===== src/fdc_defines.vh =====
// Constants shared by the fan duty control block
`ifndef FDC_DEFINES_VH
`define FDC_DEFINES_VH

// ----------------------------------------------------------------------------
// Register offsets
// ----------------------------------------------------------------------------
`define FDC_ADDR_CFG1        8'h00
`define FDC_ADDR_CFG2        8'h01
`define FDC_ADDR_STAT1       8'h02
`define FDC_ADDR_STAT2       8'h03
`define FDC_ADDR_CFG4        8'h04
`define FDC_ADDR_FAN_CHAR    8'h20
`define FDC_ADDR_DUTY        8'h22
`define FDC_ADDR_RAMP        8'h23

// ----------------------------------------------------------------------------
// Field positions
// ----------------------------------------------------------------------------
`define FDC_CFG1_MODE_HI     6
`define FDC_CFG1_MODE_LO     5
`define FDC_CFG1_IRQ_EN      3
`define FDC_CFG2_TACH_EN     2
`define FDC_CFG2_TACH_MODE   1
`define FDC_CFG4_TACH_FAST   5
`define FDC_CFG4_FS_EN       3
`define FDC_STAT1_FAN_SLOW   1
`define FDC_STAT1_OVL_REM    4
`define FDC_STAT2_EXT_REQ    3
`define FDC_STAT2_OVL_LOC    4
`define FDC_CHAR_STIME_HI    2
`define FDC_CHAR_STIME_LO    0
`define FDC_CHAR_SPIN_DIS    5
`define FDC_RAMP_STEP_HI     6
`define FDC_RAMP_STEP_LO     5

// ----------------------------------------------------------------------------
// Reset values
// ----------------------------------------------------------------------------
`define FDC_RST_CFG1         8'h40
`define FDC_RST_CFG2         8'h04
`define FDC_RST_CFG4         8'h00
`define FDC_RST_FAN_CHAR     8'h05
`define FDC_RST_DUTY         8'h00
`define FDC_RST_RAMP         8'h00

// ----------------------------------------------------------------------------
// Modes
// ----------------------------------------------------------------------------
`define FDC_MODE_SW_DUTY     2'h0
`define FDC_MODE_SW_SPEED    2'h1
`define FDC_MODE_AUTO_REM    2'h2
`define FDC_MODE_AUTO_MAX    2'h3

// ----------------------------------------------------------------------------
// Duty levels (255 = 100%) and thresholds
// ----------------------------------------------------------------------------
`define FDC_DUTY_FULL        8'hFF
`define FDC_DUTY_ZERO        8'h00
`define FDC_DUTY_SPIN_BASE   8'h55
`define FDC_DUTY_SPIN_SPAN   8'hAA
`define FDC_DUTY_SW_MIN      8'h12
`define FDC_DUTY_REG_FLOOR   8'h4D
`define FDC_TEMP_HYST        8'h05
`define FDC_TACH_TOL         16'h000A

// ----------------------------------------------------------------------------
// Timing
// ----------------------------------------------------------------------------
`define FDC_CLK_PERIOD_NS    10
`define FDC_MS_NS            1000000
`define FDC_MS_CYCLES        (`FDC_MS_NS / `FDC_CLK_PERIOD_NS)
`define FDC_PERIOD_STD_MS    14'h03E8
`define FDC_PERIOD_FAST_MS   14'h00FA

`endif


===== src/fdc_fan_duty.v =====
// Fan duty control: over-temperature pin, spin-up and normal duty modes
//
// How it works
// - Pin low above limit until 5C below
// - Over-limit sets flag; alert needs enable
// - Pin low while either flag set
// - Status read clears flags, releases alert
// - Cleared flag re-arms only after hysteresis
// - Enable bit plus pin low forces full
// - External pull low forces full, sets bit
// - Spin-up ramps then holds full duty
// - After spin-up: regulator restarts at one third, measure
// - Three-bit spin-up time selection table
// - Disable bit skips fan-slow spin-ups only
// - Reset clears disable, always spins up
// - No slow detection during spin-up
// - Slow flag stays set after spin-up
// - Mode 00 software duty, 01 regulator
// - Mode 10 remote auto, 11 max
// - Software duty applies immediately after write
// - Software duty below 7% gives zero when tach enabled, mode bit clear
// - Regulator runs only with tach enabled
// - Regulator period one second or 250ms
// - Step per period, stop within tolerance
// - Regulator duty floor thirty percent, tach mode bit clear
// - Larger tach is slower; sets slow
`timescale 1ns/100ps
`include "fdc_defines.vh"

module fdc_fan_duty #(
    parameter MS_CYCLES = `FDC_MS_CYCLES
) (
    // Clock and reset
    input  wire        REF_CLK,
    input  wire        RST,
    // Register port
    input  wire [7:0]  REG_ADDR,
    input  wire        REG_WR_EN,
    input  wire [7:0]  REG_WR_DATA,
    input  wire        REG_RD_EN,
    output reg  [7:0]  REG_RD_DATA,
    // Temperatures and limits
    input  wire [7:0]  REMOTE_TEMP,
    input  wire [7:0]  REMOTE_LIMIT,
    input  wire [7:0]  LOCAL_TEMP,
    input  wire [7:0]  LOCAL_LIMIT,
    // Tach measurement
    input  wire        TACH_VALID,
    input  wire [15:0] TACH_DATA,
    input  wire [15:0] TACH_TARGET,
    input  wire [15:0] TACH_LOW_LIMIT,
    output reg         MEAS_START,
    // Automatic loop demands
    input  wire [7:0]  AUTO_REMOTE_DUTY,
    input  wire [7:0]  AUTO_LOCAL_DUTY,
    // Over-temperature pin
    input  wire        OVT_PIN_IN,
    output wire        OVT_PIN_OUT,
    output reg         OVT_PIN_OE,
    // Fan outputs
    output reg  [7:0]  DUTY,
    output reg         SPINUP_ACTIVE,
    output reg         ALERT_N
);

    // ------------------------------------------------------------------------
    // Registers
    // ------------------------------------------------------------------------
    reg  [7:0]  cfg1_reg;
    reg  [7:0]  cfg2_reg;
    reg  [7:0]  fan_config_four_reg;
    reg  [7:0]  fan_characteristics_reg;
    reg  [7:0]  duty_setting_reg;
    reg  [7:0]  duty_ramp_config_reg;

    wire [1:0] control_mode_sel    = cfg1_reg[`FDC_CFG1_MODE_HI:`FDC_CFG1_MODE_LO];
    wire       overlimit_irq_enable = cfg1_reg[`FDC_CFG1_IRQ_EN];
    wire       tach_en             = cfg2_reg[`FDC_CFG2_TACH_EN];
    wire       tach_mode           = cfg2_reg[`FDC_CFG2_TACH_MODE];
    wire       tach_fast           = fan_config_four_reg[`FDC_CFG4_TACH_FAST];
    wire       full_speed_en       = fan_config_four_reg[`FDC_CFG4_FS_EN];
    wire [2:0] spinup_time_sel     =
        fan_characteristics_reg[`FDC_CHAR_STIME_HI:`FDC_CHAR_STIME_LO];
    wire       spinup_disable      = fan_characteristics_reg[`FDC_CHAR_SPIN_DIS];
    wire [1:0] adjust_step_sel     =
        duty_ramp_config_reg[`FDC_RAMP_STEP_HI:`FDC_RAMP_STEP_LO];

    wire rd_stat1 = REG_RD_EN && (REG_ADDR == `FDC_ADDR_STAT1);
    wire rd_stat2 = REG_RD_EN && (REG_ADDR == `FDC_ADDR_STAT2);
    wire ovl_clear = rd_stat1 || rd_stat2;

    always @(posedge REF_CLK) begin
        if (RST) begin
            cfg1_reg                <= `FDC_RST_CFG1;
            cfg2_reg                <= `FDC_RST_CFG2;
            fan_config_four_reg     <= `FDC_RST_CFG4;
            fan_characteristics_reg <= `FDC_RST_FAN_CHAR;
            duty_setting_reg        <= `FDC_RST_DUTY;
            duty_ramp_config_reg    <= `FDC_RST_RAMP;
        end else if (REG_WR_EN) begin
            case (REG_ADDR)
                `FDC_ADDR_CFG1:     cfg1_reg                <= REG_WR_DATA;
                `FDC_ADDR_CFG2:     cfg2_reg                <= REG_WR_DATA;
                `FDC_ADDR_CFG4:     fan_config_four_reg     <= REG_WR_DATA;
                `FDC_ADDR_FAN_CHAR: fan_characteristics_reg <= REG_WR_DATA;
                `FDC_ADDR_DUTY:     duty_setting_reg        <= REG_WR_DATA;
                `FDC_ADDR_RAMP:     duty_ramp_config_reg    <= REG_WR_DATA;
                default: ;
            endcase
        end
    end

    // ------------------------------------------------------------------------
    // Over-limit tracking per channel
    // ------------------------------------------------------------------------
    // Limits below the hysteresis clamp at zero so the release is reachable
    function below_hyst;
        input [7:0] temp;
        input [7:0] limit;
        begin
            if (limit < `FDC_TEMP_HYST)
                below_hyst = (temp == 8'h00);
            else
                below_hyst = (temp <= limit - `FDC_TEMP_HYST);
        end
    endfunction

    wire rem_over = REMOTE_TEMP > REMOTE_LIMIT;
    wire loc_over = LOCAL_TEMP > LOCAL_LIMIT;
    wire rem_rel  = below_hyst(REMOTE_TEMP, REMOTE_LIMIT);
    wire loc_rel  = below_hyst(LOCAL_TEMP, LOCAL_LIMIT);

    reg rem_hold_reg, loc_hold_reg;
    reg rem_flag_reg, loc_flag_reg;
    reg rem_armed_reg, loc_armed_reg;

    always @(posedge REF_CLK) begin
        if (RST) begin
            rem_hold_reg  <= 1'b0;
            loc_hold_reg  <= 1'b0;
            rem_flag_reg  <= 1'b0;
            loc_flag_reg  <= 1'b0;
            rem_armed_reg <= 1'b1;
            loc_armed_reg <= 1'b1;
        end else begin
            if (rem_over)
                rem_hold_reg <= 1'b1;
            else if (rem_rel)
                rem_hold_reg <= 1'b0;
            if (loc_over)
                loc_hold_reg <= 1'b1;
            else if (loc_rel)
                loc_hold_reg <= 1'b0;
            // set flag on excursion; set beats clear
            if (rem_over && rem_armed_reg)
                rem_flag_reg <= 1'b1;
            else if (ovl_clear)
                rem_flag_reg <= 1'b0;
            if (loc_over && loc_armed_reg)
                loc_flag_reg <= 1'b1;
            else if (ovl_clear)
                loc_flag_reg <= 1'b0;
            // one flag per excursion, re-arm on hysteresis
            if (rem_over && rem_armed_reg)
                rem_armed_reg <= 1'b0;
            else if (rem_rel)
                rem_armed_reg <= 1'b1;
            if (loc_over && loc_armed_reg)
                loc_armed_reg <= 1'b0;
            else if (loc_rel)
                loc_armed_reg <= 1'b1;
        end
    end

    // ------------------------------------------------------------------------
    // Over-temperature pin
    // ------------------------------------------------------------------------
    // Open drain: only ever drives low
    assign OVT_PIN_OUT = 1'b0;

    reg ovt_s1_reg, ovt_s2_reg, ovt_s3_reg, ovt_level_reg;
    reg [3:0] oe_hist_reg;
    always @(posedge REF_CLK) begin
        if (RST) begin
            oe_hist_reg   <= 4'h0;
            ovt_s1_reg    <= 1'b1;
            ovt_s2_reg    <= 1'b1;
            ovt_s3_reg    <= 1'b1;
            ovt_level_reg <= 1'b1;
        end else begin
            oe_hist_reg <= {oe_hist_reg[2:0], OVT_PIN_OE};
            ovt_s1_reg <= OVT_PIN_IN;
            ovt_s2_reg <= ovt_s1_reg;
            ovt_s3_reg <= ovt_s2_reg;
            if (ovt_s2_reg == ovt_s3_reg)
                ovt_level_reg <= ovt_s3_reg;
        end
    end

    // flags drive the pin regardless of enable
    wire ovt_drive_next = rem_hold_reg || loc_hold_reg || rem_flag_reg || loc_flag_reg;
    // low pin not of our making is a request
    // Own release still looks low through the synchroniser for four cycles
    wire ext_req = !ovt_level_reg && !OVT_PIN_OE && (oe_hist_reg == 4'h0);

    always @(posedge REF_CLK) begin
        if (RST) begin
            OVT_PIN_OE <= 1'b0;
            ALERT_N    <= 1'b1;
        end else begin
            OVT_PIN_OE <= ovt_drive_next;
            ALERT_N    <= !(overlimit_irq_enable && (rem_flag_reg || loc_flag_reg));
        end
    end

    // ------------------------------------------------------------------------
    // Timers
    // ------------------------------------------------------------------------
    // Millisecond prescaler keeps the long spans in narrow counters
    reg  [31:0] ms_cnt_reg;
    reg         ms_tick_reg;
    reg  [13:0] period_cnt_reg;
    wire        spin_done;
    wire        spin_active;
    wire [7:0]  spin_duty;

    wire [13:0] period_ms = tach_fast ? `FDC_PERIOD_FAST_MS : `FDC_PERIOD_STD_MS;

    always @(posedge REF_CLK) begin
        if (RST) begin
            ms_cnt_reg     <= 32'h00000000;
            ms_tick_reg    <= 1'b0;
            period_cnt_reg <= 14'h0000;
            MEAS_START     <= 1'b0;
        end else begin
            ms_tick_reg <= 1'b0;
            MEAS_START  <= 1'b0;
            if (ms_cnt_reg >= MS_CYCLES - 1) begin
                ms_cnt_reg  <= 32'h00000000;
                ms_tick_reg <= 1'b1;
            end else begin
                ms_cnt_reg <= ms_cnt_reg + 32'h00000001;
            end
            if (spin_done) begin
                period_cnt_reg <= 14'h0000;
                MEAS_START     <= 1'b1;
            end else if (ms_tick_reg) begin
                if (period_cnt_reg + 14'h0001 >= period_ms) begin
                    period_cnt_reg <= 14'h0000;
                    MEAS_START     <= tach_en;
                end else begin
                    period_cnt_reg <= period_cnt_reg + 14'h0001;
                end
            end
        end
    end

    // ------------------------------------------------------------------------
    // Spin-up and fan-slow
    // ------------------------------------------------------------------------
    reg  fan_slow_reg;
    reg  spin_pending_reg;
    wire tach_slow = TACH_DATA > TACH_LOW_LIMIT;

    always @(posedge REF_CLK) begin
        if (RST) begin
            fan_slow_reg     <= 1'b0;
            spin_pending_reg <= 1'b1;
        end else begin
            if (spin_active)
                spin_pending_reg <= 1'b0;
            else if (TACH_VALID && tach_slow && !spinup_disable)
                spin_pending_reg <= 1'b1;
            if (spin_done)
                fan_slow_reg <= 1'b1;
            else if (TACH_VALID && tach_slow && !spin_active)
                fan_slow_reg <= 1'b1;
            // cleared only by a read of status register 1
            else if (rd_stat1)
                fan_slow_reg <= 1'b0;
        end
    end

    fdc_spinup u_spinup (
        .clk        (REF_CLK),
        .rst        (RST),
        .start      (spin_pending_reg),
        .time_sel   (spinup_time_sel),
        .ms_tick    (ms_tick_reg),
        .active_reg (spin_active),
        .duty_reg   (spin_duty),
        .done_reg   (spin_done)
    );

    // ------------------------------------------------------------------------
    // Speed regulator
    // ------------------------------------------------------------------------
    reg  [7:0] reg_duty_reg;
    wire [7:0] step = {6'h00, adjust_step_sel} + 8'h01;
    wire [8:0] up_sum = {1'b0, reg_duty_reg} + {1'b0, step};

    always @(posedge REF_CLK) begin
        if (RST) begin
            reg_duty_reg <= `FDC_DUTY_SPIN_BASE;
        end else if (spin_done) begin
            reg_duty_reg <= `FDC_DUTY_SPIN_BASE;
        end else if (TACH_VALID && tach_en && !spin_active
                     && control_mode_sel == `FDC_MODE_SW_SPEED) begin
            if ({1'b0, TACH_DATA} > {1'b0, TACH_TARGET} + {1'b0, `FDC_TACH_TOL})
                reg_duty_reg <= up_sum[8] ? `FDC_DUTY_FULL : up_sum[7:0];
            else if ({1'b0, TACH_DATA} + {1'b0, `FDC_TACH_TOL} < {1'b0, TACH_TARGET})
                reg_duty_reg <= (reg_duty_reg < step) ? `FDC_DUTY_ZERO
                                                      : reg_duty_reg - step;
        end
    end

    // ------------------------------------------------------------------------
    // Duty selection
    // ------------------------------------------------------------------------
    reg [7:0] mode_duty;
    reg [7:0] duty_next;

    always @* begin
        case (control_mode_sel)
            // written value used with no ramp
            `FDC_MODE_SW_DUTY: begin
                if (tach_en && !tach_mode && duty_setting_reg < `FDC_DUTY_SW_MIN)
                    mode_duty = `FDC_DUTY_ZERO;
                else
                    mode_duty = duty_setting_reg;
            end
            `FDC_MODE_SW_SPEED: begin
                if (!tach_mode && reg_duty_reg < `FDC_DUTY_REG_FLOOR)
                    mode_duty = `FDC_DUTY_REG_FLOOR;
                else
                    mode_duty = reg_duty_reg;
            end
            // remote loop, or the faster loop
            `FDC_MODE_AUTO_REM: mode_duty = AUTO_REMOTE_DUTY;
            default: mode_duty = (AUTO_LOCAL_DUTY > AUTO_REMOTE_DUTY) ?
                                 AUTO_LOCAL_DUTY : AUTO_REMOTE_DUTY;
        endcase
        // pin override, then spin-up, then mode
        // enable bit with pin driven low
        if (ext_req || (full_speed_en && OVT_PIN_OE))
            duty_next = `FDC_DUTY_FULL;
        else if (spin_active)
            duty_next = spin_duty;
        else
            duty_next = mode_duty;
    end

    always @(posedge REF_CLK) begin
        if (RST) begin
            DUTY          <= `FDC_DUTY_ZERO;
            SPINUP_ACTIVE <= 1'b0;
        end else begin
            DUTY          <= duty_next;
            SPINUP_ACTIVE <= spin_active;
        end
    end

    // ------------------------------------------------------------------------
    // Register read
    // ------------------------------------------------------------------------
    always @(posedge REF_CLK) begin
        if (RST) begin
            REG_RD_DATA <= 8'h00;
        end else if (REG_RD_EN) begin
            case (REG_ADDR)
                `FDC_ADDR_CFG1:     REG_RD_DATA <= cfg1_reg;
                `FDC_ADDR_CFG2:     REG_RD_DATA <= cfg2_reg;
                `FDC_ADDR_STAT1: begin
                    REG_RD_DATA <= 8'h00;
                    REG_RD_DATA[`FDC_STAT1_FAN_SLOW] <= fan_slow_reg;
                    REG_RD_DATA[`FDC_STAT1_OVL_REM]  <= rem_flag_reg;
                end
                `FDC_ADDR_STAT2: begin
                    REG_RD_DATA <= 8'h00;
                    REG_RD_DATA[`FDC_STAT2_EXT_REQ] <= ext_req;
                    REG_RD_DATA[`FDC_STAT2_OVL_LOC] <= loc_flag_reg;
                end
                `FDC_ADDR_CFG4:     REG_RD_DATA <= fan_config_four_reg;
                `FDC_ADDR_FAN_CHAR: REG_RD_DATA <= fan_characteristics_reg;
                `FDC_ADDR_DUTY:     REG_RD_DATA <= duty_setting_reg;
                `FDC_ADDR_RAMP:     REG_RD_DATA <= duty_ramp_config_reg;
                default:            REG_RD_DATA <= 8'h00;
            endcase
        end
    end

endmodule // fdc_fan_duty


===== src/fdc_spinup.v =====
// Spin-up sequencer: timed ramp from one third to full duty
`timescale 1ns/100ps
`include "fdc_defines.vh"

module fdc_spinup (
    // Clock and reset
    input  wire       clk,
    input  wire       rst,
    // Control
    input  wire       start,
    input  wire [2:0] time_sel,
    input  wire       ms_tick,
    // Status
    output reg        active_reg,
    output reg  [7:0] duty_reg,
    output reg        done_reg
);

    // ------------------------------------------------------------------------
    // Duration table
    // ------------------------------------------------------------------------
    // spin-up duration table
    function [13:0] spin_ms;
        input [2:0] sel;
        begin
            case (sel)
                3'h0:    spin_ms = 14'h00C8;
                3'h1:    spin_ms = 14'h0190;
                3'h2:    spin_ms = 14'h0258;
                3'h3:    spin_ms = 14'h0320;
                3'h4:    spin_ms = 14'h03E8;
                3'h5:    spin_ms = 14'h07D0;
                3'h6:    spin_ms = 14'h0FA0;
                default: spin_ms = 14'h1F40;
            endcase
        end
    endfunction

    reg  [13:0] total_reg;
    reg  [13:0] elapsed_reg;
    wire [15:0] elapsed_x3 = {2'h0, elapsed_reg} * 16'h0003;
    wire [22:0] ramp_num   = {9'h000, elapsed_reg} * 23'h0001FE;
    wire [22:0] ramp_q     = ramp_num / {9'h000, total_reg};
    wire [7:0]  ramp_duty  = `FDC_DUTY_SPIN_BASE + ramp_q[7:0];

    // ------------------------------------------------------------------------
    // Sequencer
    // ------------------------------------------------------------------------
    always @(posedge clk) begin
        done_reg <= 1'b0;
        if (rst) begin
            active_reg  <= 1'b0;
            duty_reg    <= `FDC_DUTY_SPIN_BASE;
            total_reg   <= 14'h0001;
            elapsed_reg <= 14'h0000;
        end else if (start && !active_reg) begin
            active_reg  <= 1'b1;
            total_reg   <= spin_ms(time_sel);
            elapsed_reg <= 14'h0000;
            duty_reg    <= `FDC_DUTY_SPIN_BASE;
        end else if (active_reg) begin
            if (elapsed_x3 >= {2'h0, total_reg})
                duty_reg <= `FDC_DUTY_FULL;
            else
                duty_reg <= ramp_duty;
            if (ms_tick) begin
                if (elapsed_reg + 14'h0001 >= total_reg) begin
                    active_reg <= 1'b0;
                    done_reg   <= 1'b1;
                end
                elapsed_reg <= elapsed_reg + 14'h0001;
            end
        end
    end

endmodule // fdc_spinup

===== config.mk =====
export PLATFORM = sky130hd
export DESIGN_NAME = fdc_fan_duty
export DESIGN_NICKNAME = d
export VERILOG_FILES = /design/src/fdc_fan_duty.v /design/src/fdc_spinup.v
export VERILOG_INCLUDE_DIRS = /design/src
export SDC_FILE = /design/constraint.sdc
export NUM_CORES = 1
export LEC_CHECK = 0
export ABC_AREA = 1
export BUFFER_PORTS_ARGS = -buffer_cell sky130_fd_sc_hd__buf_2
export CORE_MARGIN = 4
export CORE_UTILIZATION = 60
export CTS_BUF_LIST = sky130_fd_sc_hd__clkbuf_8
export DETAILED_ROUTE_END_ITERATION = 8
export PLACE_DENSITY = 0.87
export RECOVER_POWER = 50
export SYNTH_ARGS = -nofsm -noshare
export SYNTH_HDL_FRONTEND = slang
export SYNTH_SLANG_ARGS = --single-unit

===== constraint.sdc =====
create_clock -name REF_CLK -period 45 [get_ports REF_CLK]
set_clock_uncertainty 0.05 [all_clocks]
set_input_delay 4.5 -clock REF_CLK [delete_from_list [all_inputs] [get_ports REF_CLK]]
set_output_delay 4.5 -clock REF_CLK [all_outputs]
set_load 0.02 [all_outputs]

Word level (Yosys, flattened, before mapping) --
Index checks and enable logic that the tools add are counted.
Cells by class: add/sub/neg operators 11, multipliers 2, divide/modulo/power cells 1, $lt $le $gt $ge 17, equality and inequality tests 16, shift-type cells 0, mux-type cells 42, bitwise gates (word level) 2, reductions and logical operators 57
Operators with widths (number):
- 13-bit case mux with 7 select lines | 1
- 8-bit 2-to-1 mux | 10
- 8-bit case mux with 8 select lines | 1
- 16-bit by 4-bit adder with 17-bit output, second input constant | 2
- 32-bit by 1-bit adder with 32-bit output, second input constant | 1
- 32-bit by 17-bit >= comparator with 1-bit output, second input constant | 1
- 14-bit by 1-bit adder with 14-bit output, second input constant | 2
- 1-bit 2-to-1 mux | 27
- 8-bit by 6-bit equality test with 1-bit output, second input constant | 3
- 8-bit greater-than comparator | 3
- 8-bit logical NOT | 3
- 8-bit case mux with 3 select lines | 1
- 23-bit by 14-bit divider with 23-bit output | 1
- 14-bit by 8-bit multiplier with 22-bit output, second input constant | 1
- 1-bit logical AND | 18
- 16-bit by 17-bit greater-than comparator with 1-bit output | 1
- 17-bit by 16-bit less-than comparator with 1-bit output | 1
- 8-bit by 2-bit equality test with 1-bit output, second input constant | 2
- 16-bit by 14-bit >= comparator with 1-bit output | 1
- 16-bit greater-than comparator | 1
- 8-bit <= comparator | 2
- 8-bit by 3-bit less-than comparator with 1-bit output, second input constant | 2
- 14-bit by 2-bit multiplier with 16-bit output, second input constant | 1
- 2-bit AND reduction | 8
- other kinds (30) | 54
Storage, ports and cells: flip-flop bits (word level) 177, latch bits 0, bits in writable memories 0, memory bits (read-only) 0, bits of input ports 118, output and inout bits 21, logic and storage cells 182, memories kept 0

Longest topological paths before layout --
Gate-level depths: netlist of run 1.
depth after elaboration 7, depth in mapped cells 272, mapped depth without buffers 258

Cells and area by module --
Synthesis of run 1 repeated with hierarchy kept, for this count alone.
Unflattened totals: cells, all modules 4569, area, all modules 29585.9 µm²
By module, submodules not included:
- fdc_spinup | times used 1, cells an instance 3172, area each 19912.8 µm², sequential area each 700.7 µm²
- fdc_fan_duty | times used 1, cells an instance 1397, area each 9673.0 µm², sequential area each 2782.7 µm²

Worst setup path after synthesis of run 1 --
OpenSTA, ideal clock, no wires.
path type flip-flop to flip-flop, from reg u_spinup.elapsed_reg[6], to reg u_spinup.duty_reg[6], setup time 0.119 ns, arrival 34.464 ns, required time 44.831 ns, slack 10.367 ns, cell stages (with the launch flop) 250, buffers on the path 24, clock period less this slack 34.633 ns, cells stage by stage dfxtp_1 -> inv_1 -> fa_1 -> fa_1 -> inv_1 -> fa_1 -> inv_1 -> fa_1 -> inv_1 -> ha_1 -> nand2_1 -> inv_1 -> nand2_1 -> nand2_1 -> a21oi_1 -> o21ai_1 -> a21oi_1 -> nor2_1 -> [214 not listed] -> nor2_1 -> nand2_4 -> buf_2 -> buf_1 -> a21oi_1 -> ha_1 -> nand2_1 -> nor4_1 -> nand2_1 -> nor3_1 -> nor2_1 -> nand3_2 -> ha_1 -> nor2_1 -> o21ai_0 -> a21oi_1 -> o21ai_0 -> nand2_1
Between the ends: cells in the longest elaborated chain, start to end 4, elaborated cells between the ends (all ways) 6, those cells by class add/sub (1); mul (2); div (1); order compare (1); mux (1)
RTL lines:
- start, declared | RTL line fdc_spinup.v:40 | reg [13:0] elapsed_reg;
- start signal, assigned | RTL line fdc_spinup.v:71 | elapsed_reg <= elapsed_reg + 14'h0001;
- 14-bit by 8-bit multiplier with 22-bit output | RTL line fdc_spinup.v:42 | wire [22:0] ramp_num = {9'h000, elapsed_reg} * 23'h0001FE;
- 23-bit by 14-bit divider with 23-bit output | RTL line fdc_spinup.v:43 | wire [22:0] ramp_q = ramp_num / {9'h000, total_reg};
- 7-bit by 8-bit adder with 8-bit output (no source line)
- 8-bit 2-to-1 mux * | RTL line fdc_spinup.v:62 | if (elapsed_x3 >= {2'h0, total_reg})
- end signal, assigned | RTL line fdc_spinup.v:60 | duty_reg <= `FDC_DUTY_SPIN_BASE;
- end signal, assigned | RTL line fdc_spinup.v:63 | duty_reg <= `FDC_DUTY_FULL;
- end signal, assigned | RTL line fdc_spinup.v:65 | duty_reg <= ramp_duty;
- end, declared | RTL line fdc_spinup.v:15 | output reg [7:0] duty_reg,
Mark *: on every way between the ends. The rest lies on a longest branch, timed or not. A chain may end at the register's enable or synchronous reset.

Worst setup path after layout of run 1 --
Ends and elaborated chain as after synthesis.

==> results.cfg, run 1 <==
[run_status]
status = finished with violations
failed_checks = max-capacitance violations, max-slew violations

[placement]
dp_cells = 5205
gp_congestion = 0.997
dp_hpwl_um = 66700
port_buffers = 137

[global_route]
grt_max_degree = 51
grt_pass1_wl_um = 136000
grt.overflow.total = 0
grt_use_total_pct = 30.6
grt_pass1_vias = 28100
antenna_found_initial = 0

[sta]
finalHoldViolations = 0
rsz0062_at_grt = no
final-max-slew-violation-count = 91
timing.final.crit_share_pct = 89.7
fmax_mhz = 24.8
tns_ns = 0
finalCriticalPeriod_ns = 40.38
tightest_slew_ns = 1.97
finalSetupViolations = 0
timing.slew.headroom_pct = -31.1

[yosys]
synth_warnings = 0
async_flop_share_pct = 0
synth_top_cell_area_share_pct = 15.4
synthTopCellsByCount = nand2_1 (867), inv_1 (722), a21oi_1 (384)
synth_edf_count = 0
synthTopCellsByArea = ha_1 (15%), dfxtp_1 (12%), nand2_1 (11%)
ys_seq_elements = 174
yosys.area.top_type = ha_1
postSynthAreaPerCell_um2 = 6.47
synthFlopType = dfxtp_1
syn_inst = 4488
netlist-cell-type-count = 85
synth_most_common_cell = nand2_1
syn_area_um2 = 29000
yosysSeqAreaShare_pct = 12.0

[layout]
largest_reg_flops = 32
nNetsFinal = 5147
final_cells = 5238
layout-drive-gt1-share_pct = 10.5
fill_cells = 4391
area_delta_synth_final_pct = 5.34

[worst_setup_path]
crit_start = u_spinup.elapsed_reg[6]
critPathMaxStageDelay_ns = 0.63
arrival_ns = 40.72
crit_type = flop to flop
end_kind = flop
cpMostUsedCell = inv_1
slowest_stage = o21ai_0
cp-start-kind = flop
worstReg2RegStart = u_spinup.elapsed_reg[6]
worst-path-buf-inv = 43
required_ns = 45.34
worstPathMaxFanout = 37
critical-path-top-delay-family = simple AND/OR/NAND/NOR gates

[cts]
cts_resized = 0
ctsHoldBuffers = 0
clk_pin_slew_worst_paths_ns = 0.11
cts_buffer_depth = 2
htree_levels = 4
tritoncts = yes
cts_root_buf = clkbuf_8
post-cts-setup-buffer-count = 0
numCtsBuffers = 17
worst_skew_pair.late_latency_ns = 0.49
cts_sinks = 174

[hold_path]
hp-class = flop to flop
holdCritStartpoint = ovt_s1_reg

[route]
drtAntennaViolNets = 0
vias = 29900
firstDrtPassIters = 6
drc = 0
drt-initial-drc-count = 2591
wirelength_um = 82700
viasPerCell = 5.72
post_drt_wl_per_cell_um = 15.8

[die]
die_x_um = 228
rows = 80
start_util_pct = 60.8
boundaryPins = 139
fp.dieH_um = 228
dieArea_um2 = 52000
core_area_um2 = 47700

[flow_run]
drv_cap = 2
==> layout by cell type (no fill, tap or decap), types with 15 or more instances in the layout <==
master    netlist  layout
nand2_1       867     867
inv_1         722     722
a21oi_1       384     384
nor2_1        379     379
ha_1          357     357
o21ai_0       281     281
nand3_1       257     257
dfxtp_1       174     174
xor2_1        151     151
nand2_2       121     121
buf_2           1     116
xnor2_1        79      79
nand4_1        65      65
fa_1           63      63
nor3_1         62      62
nand2_4        55      55
nand3_2        38      38
or2_2          29      29
nor4_1         27      27
o21bai_1       26      26
clkbuf_1       33      23
o21a_1         22      22
nor2_2         18      18
nand3b_1       18      18
clkbuf_8        7      17
conb_1          1      16
a211oi_1       15      15
a31oi_1        15      15
==> worst register-to-register path, delay by kind of cell (launching register included) <==
family	cells	cell delay (ns)
and+or+nand+nor	109	15.41
adders and majority gates	27	9.80
buffers and inverters	43	4.76
AOI/OAI and AO/OA	40	8.90
DFF	1	0.50
xor gates and xnor gates	4	0.84
==> logic make-up after synthesis <==
kind of cell	share of synthesized area (%)
buffers and inverters	11.5
multiplexers	0.0345
AO/OA/AOI/OAI	16.8
AND/OR/NAND/NOR	32.9
other	0.0129
flip-flops	12.0
XOR/XNOR	6.99
adder cells (fa/ha/maj)	19.7
==> metal layers <==
| layer | up-vias | track usage (%) | part of all wire [%] |
|---|---|---|---|
| met4 | 0 | 10.9 | 3.6 |
| met3 | 196 | 3.80 | 8.1 |
| met2 | 1224 | 50.7 | 45 |
| li1 | 15000 | - | - |
| met1 | 13500 | 41.2 | 43 |
| met5 | - | 0 | 0 |
==> layout make-up <==
cell class,count,area [um2],area share [%]
Clock inverter,15,195,0.638
Timing Repair Buffer,150,749,2.45
Multi-Input combinational cell,3516,22300,72.8
Tap cell,615,769,2.52
Sequential cell,174,3480,11.4
Inverter,750,2870,9.40
Clock buffer,17,234,0.765
Antenna cell,1,2.50,0.00818
==> path summary, 6_finish.rpt <==
kind,end,cells past startpoint,slack [ns]
setup / recovery,u_spinup.duty_reg[6],223,4.62
hold / removal,ovt_s2_reg,1,0.37
setup reg to reg,u_spinup.duty_reg[6],223,4.62
hold reg to reg,ovt_s2_reg,1,0.37
==> stage by stage <==
stage          worst slack [ns]  hold WS (ns)  utilization, %  instance area (um2)
2_1_floorplan             10.37         0.339               -                29100
3_3_place_gp               6.14         0.342            63.2                30200
3_5_place_dp               5.30         0.347            63.2                30200
4_1_cts                    5.21         0.369            64.1                30600
5_1_grt                   0.701         0.385            64.1                30600
6_report                   4.62         0.368            64.1                30600
Power of run 1 is left out: the tool's default activity adds up to more than one toggle a clock period on the data nets, which glitch-free logic cannot reach.
==> run 2, diff against run 1 <==
--- a/config.mk
+++ b/config.mk
@@ -6,14 +6,14 @@
 export SDC_FILE = /design/constraint.sdc
 export NUM_CORES = 1
 export LEC_CHECK = 0
-export ABC_AREA = 1
 export BUFFER_PORTS_ARGS = -buffer_cell sky130_fd_sc_hd__buf_2
 export CORE_MARGIN = 4
-export CORE_UTILIZATION = 60
+export CORE_UTILIZATION = 45
 export CTS_BUF_LIST = sky130_fd_sc_hd__clkbuf_8
 export DETAILED_ROUTE_END_ITERATION = 8
-export PLACE_DENSITY = 0.87
+export PLACE_DENSITY = 0.71
 export RECOVER_POWER = 50
 export SYNTH_ARGS = -nofsm -noshare
 export SYNTH_HDL_FRONTEND = slang
+export SYNTH_HIERARCHICAL = 1
 export SYNTH_SLANG_ARGS = --single-unit
==> run 2 against run 1 <==
Effect of this change:
- the run still ends with max-capacitance violations, max-slew violations left
- highest routed layer unchanged
- critical path depth increased by 24
- register-to-register slack worse by 4.5 ns
- cell count shrank 8.7%
- clock-buffer cell count grew 1
- wire length increased by 2.4%
- fmax decreased by 10%
- core utilization down 7.5 points
- die area is 25% higher
- final area rose by 11%
- non-clock buffer count grew 334
- setup slack got worse by 4.5 ns
- via count shrank 5.6%
==> results.cfg, run 2 <==
[run_status]
status = finished with violations
failed_checks = max-capacitance violations, max-slew violations

[layout]
nNetsFinal = 4525
area_delta_synth_final_pct = 24.6
layout-drive-gt1-share_pct = 25.3
layout_common_cells = buf_4 (328), ha_1 (296), nor2_1 (271)
largest_reg_flops = 32
fill_cells = 5337
insertedDiodeCount = 0
mostFrequentLayoutCell = buf_4

[worst_setup_path]
r2r_cells = 247
critical-path-top-delay-family = compound AO/OA/AOI/OAI gates
critPathMaxStageDelay_ns = 0.52
crit_end = u_spinup/duty_reg[4]
cpMostUsedCell = a21o_1
worstReg2RegStart = u_spinup/elapsed_reg[4]
arrival_ns = 45.13
slowest_stage = fa_1
crit_start = u_spinup/elapsed_reg[4]
ff2ff_setup_slack_ns = 0.15
end_kind = flop
crit_type = flop to flop
required_ns = 45.28
worstPathMaxFanout = 10
reg2reg_to = u_spinup/duty_reg[4]
cp.depth = 247
cp-start-kind = flop
worst-path-buf-inv = 22

[cts]
cts_buffer_depth = 2
numCtsBuffers = 17
htree_levels = 4
clk_pin_slew_worst_paths_ns = 0.12
ctsHoldBuffers = 0
cts_sinks = 174
tritoncts = yes
worst_skew_pair.late_latency_ns = 0.47
cts_root_buf = clkbuf_8

[route]
drc = 0
drtAntennaViolNets = 0
vias = 28300
firstDrtPassIters = 5
post_drt_wl_per_cell_um = 17.7
viasPerCell = 5.91
wirelength_um = 84600
drt-initial-drc-count = 1881

[sta]
tns_ns = 0
tightest_slew_ns = 2.99
final-max-slew-violation-count = 69
timing.final.crit_share_pct = 99.7
rsz0062_at_grt = yes
finalCriticalPeriod_ns = 44.85
finalSetupViolations = 0
finalHoldViolations = 0
fmax_mhz = 22.3
timing.slew.headroom_pct = -99.2

[global_route]
grt_pass1_wl_um = 129000
grt_pass1_vias = 25700
grt_use_total_pct = 23.6
antenna_found_initial = 0
grt.overflow.total = 0
grt_max_degree = 69

[hold_path]
hp-class = flop to flop

[flow_run]
drv_cap = 1

[yosys]
netlist-cell-type-count = 122
yosysSeqAreaShare_pct = 12.7
synthFlopType = dfxtp_1
syn_inst = 3553
synth_edf_count = 0
synthTopCellsByArea = ha_1 (16%), dfxtp_1 (13%), xnor2_1 (6.3%)
ys_seq_elements = 174
synth_most_common_cell = ha_1
postSynthAreaPerCell_um2 = 7.69
syn_area_um2 = 27300
synth_top_cell_area_share_pct = 16.3
yosys.area.top_type = ha_1
async_flop_share_pct = 0
synth_warnings = 6
synthTopCellsByCount = ha_1 (357), nor2_1 (311), a21oi_1 (291)

[die]
start_util_pct = 45.4
die_x_um = 254
dieArea_um2 = 64800
rows = 90
core_area_um2 = 60200
boundaryPins = 139
fp.dieH_um = 254

[placement]
dp_hpwl_um = 63500
port_buffers = 137
gp_congestion = 0.958
## run 2: changes by cell type after synthesis, sizes merged, moves of 78 or more
| cell | delta |
|---|---|
| xnor2 | +117 |
| nand2 | -780 |
| nand3 | -171 |
| nor2 | -98 |
| o21ai | -130 |
| a21oi | -90 |
| xor2 | -78 |
| a21o | +98 |
| inv | -465 |
## run 2: final cells by class
type                       count  area (um2)  area share [%]
tap                          782         978            2.87
timing repair buffer         484        3360            9.85
sequential                   174        3520            10.3
inverter                     270        1030            3.03
multi-input combinational   3040       24700            72.6
clock buffer                  18         248           0.727
clock inverter                14         189           0.555
## run 2: worst reg2reg max path: cells and delay by family (launching register included)
family | cells | cell delay, ns
AND/OR/NAND/NOR | 75 | 11.31
multiplexers | 7 | 2.28
buffers and inverters | 22 | 2.84
XOR/XNOR | 9 | 1.30
adder cells (fa/ha/maj) | 27 | 7.70
flip-flops | 1 | 0.39
AO/OA/AOI/OAI | 107 | 18.90
## run 2: routing by layer
| metal | part of all wire [%] | wire (um) | vias to the layer above | GRT usage, % |
|---|---|---|---|---|
| met5 | 0 | 0 | - | 0 |
| met4 | 2.8 | 2370 | 0 | 5.82 |
| li1 | - | - | 13800 | - |
| met1 | 45 | 37900 | 13400 | 32.4 |
| met3 | 4.8 | 4100 | 173 | 1.98 |
| met2 | 48 | 40200 | 848 | 40.4 |
## run 2: per-stage QoR
stage,utilization [%],setup slack (ns),instance area (um2),hold WS [ns],instances
CTS,52.6,0.0108,31700,0.380,4675
detailed placement,51.0,-1.21,30700,0.352,4600
floorplan,-,0.00625,28100,0.339,3568
finish,56.5,0.153,34100,0.383,4782
global route,56.5,-2.13,34100,0.390,4782
global placement,51.0,-0.563,30700,0.345,4600
## run 2: cells by family after synthesis
group | share of synthesized area, %
simple gates | 22.2
compound gates | 24.7
mux | 5.62
buf+inv | 5.10
flops | 12.7
xor+xnor | 8.65
fa+ha+maj | 21.0
other cells | 0.0137
## run 2: worst min-delay path by stage
stage / startpoint / end / slack, ns / cells after the start
after global routing: ovt_s1_reg / ovt_s2_reg / 0.39 / 1
after floorplan: ovt_s1_reg / ovt_s2_reg / 0.34 / 1
after detailed placement: ovt_s1_reg / ovt_s2_reg / 0.35 / 1
after CTS: ovt_s1_reg / ovt_s2_reg / 0.38 / 1
final: ovt_s1_reg / ovt_s2_reg / 0.38 / 1
after global placement: ovt_s1_reg / ovt_s2_reg / 0.35 / 1
## run 2: repair_timing
action | in CTS | in global routing
resized for setup | 44 | 320
gates cloned | 2 | 3
setup buffers | 41 | 104
pin swaps | 32 | 247
setup endpoints to repair | 8 | 8
Power of run 2 is left out for the same reason.
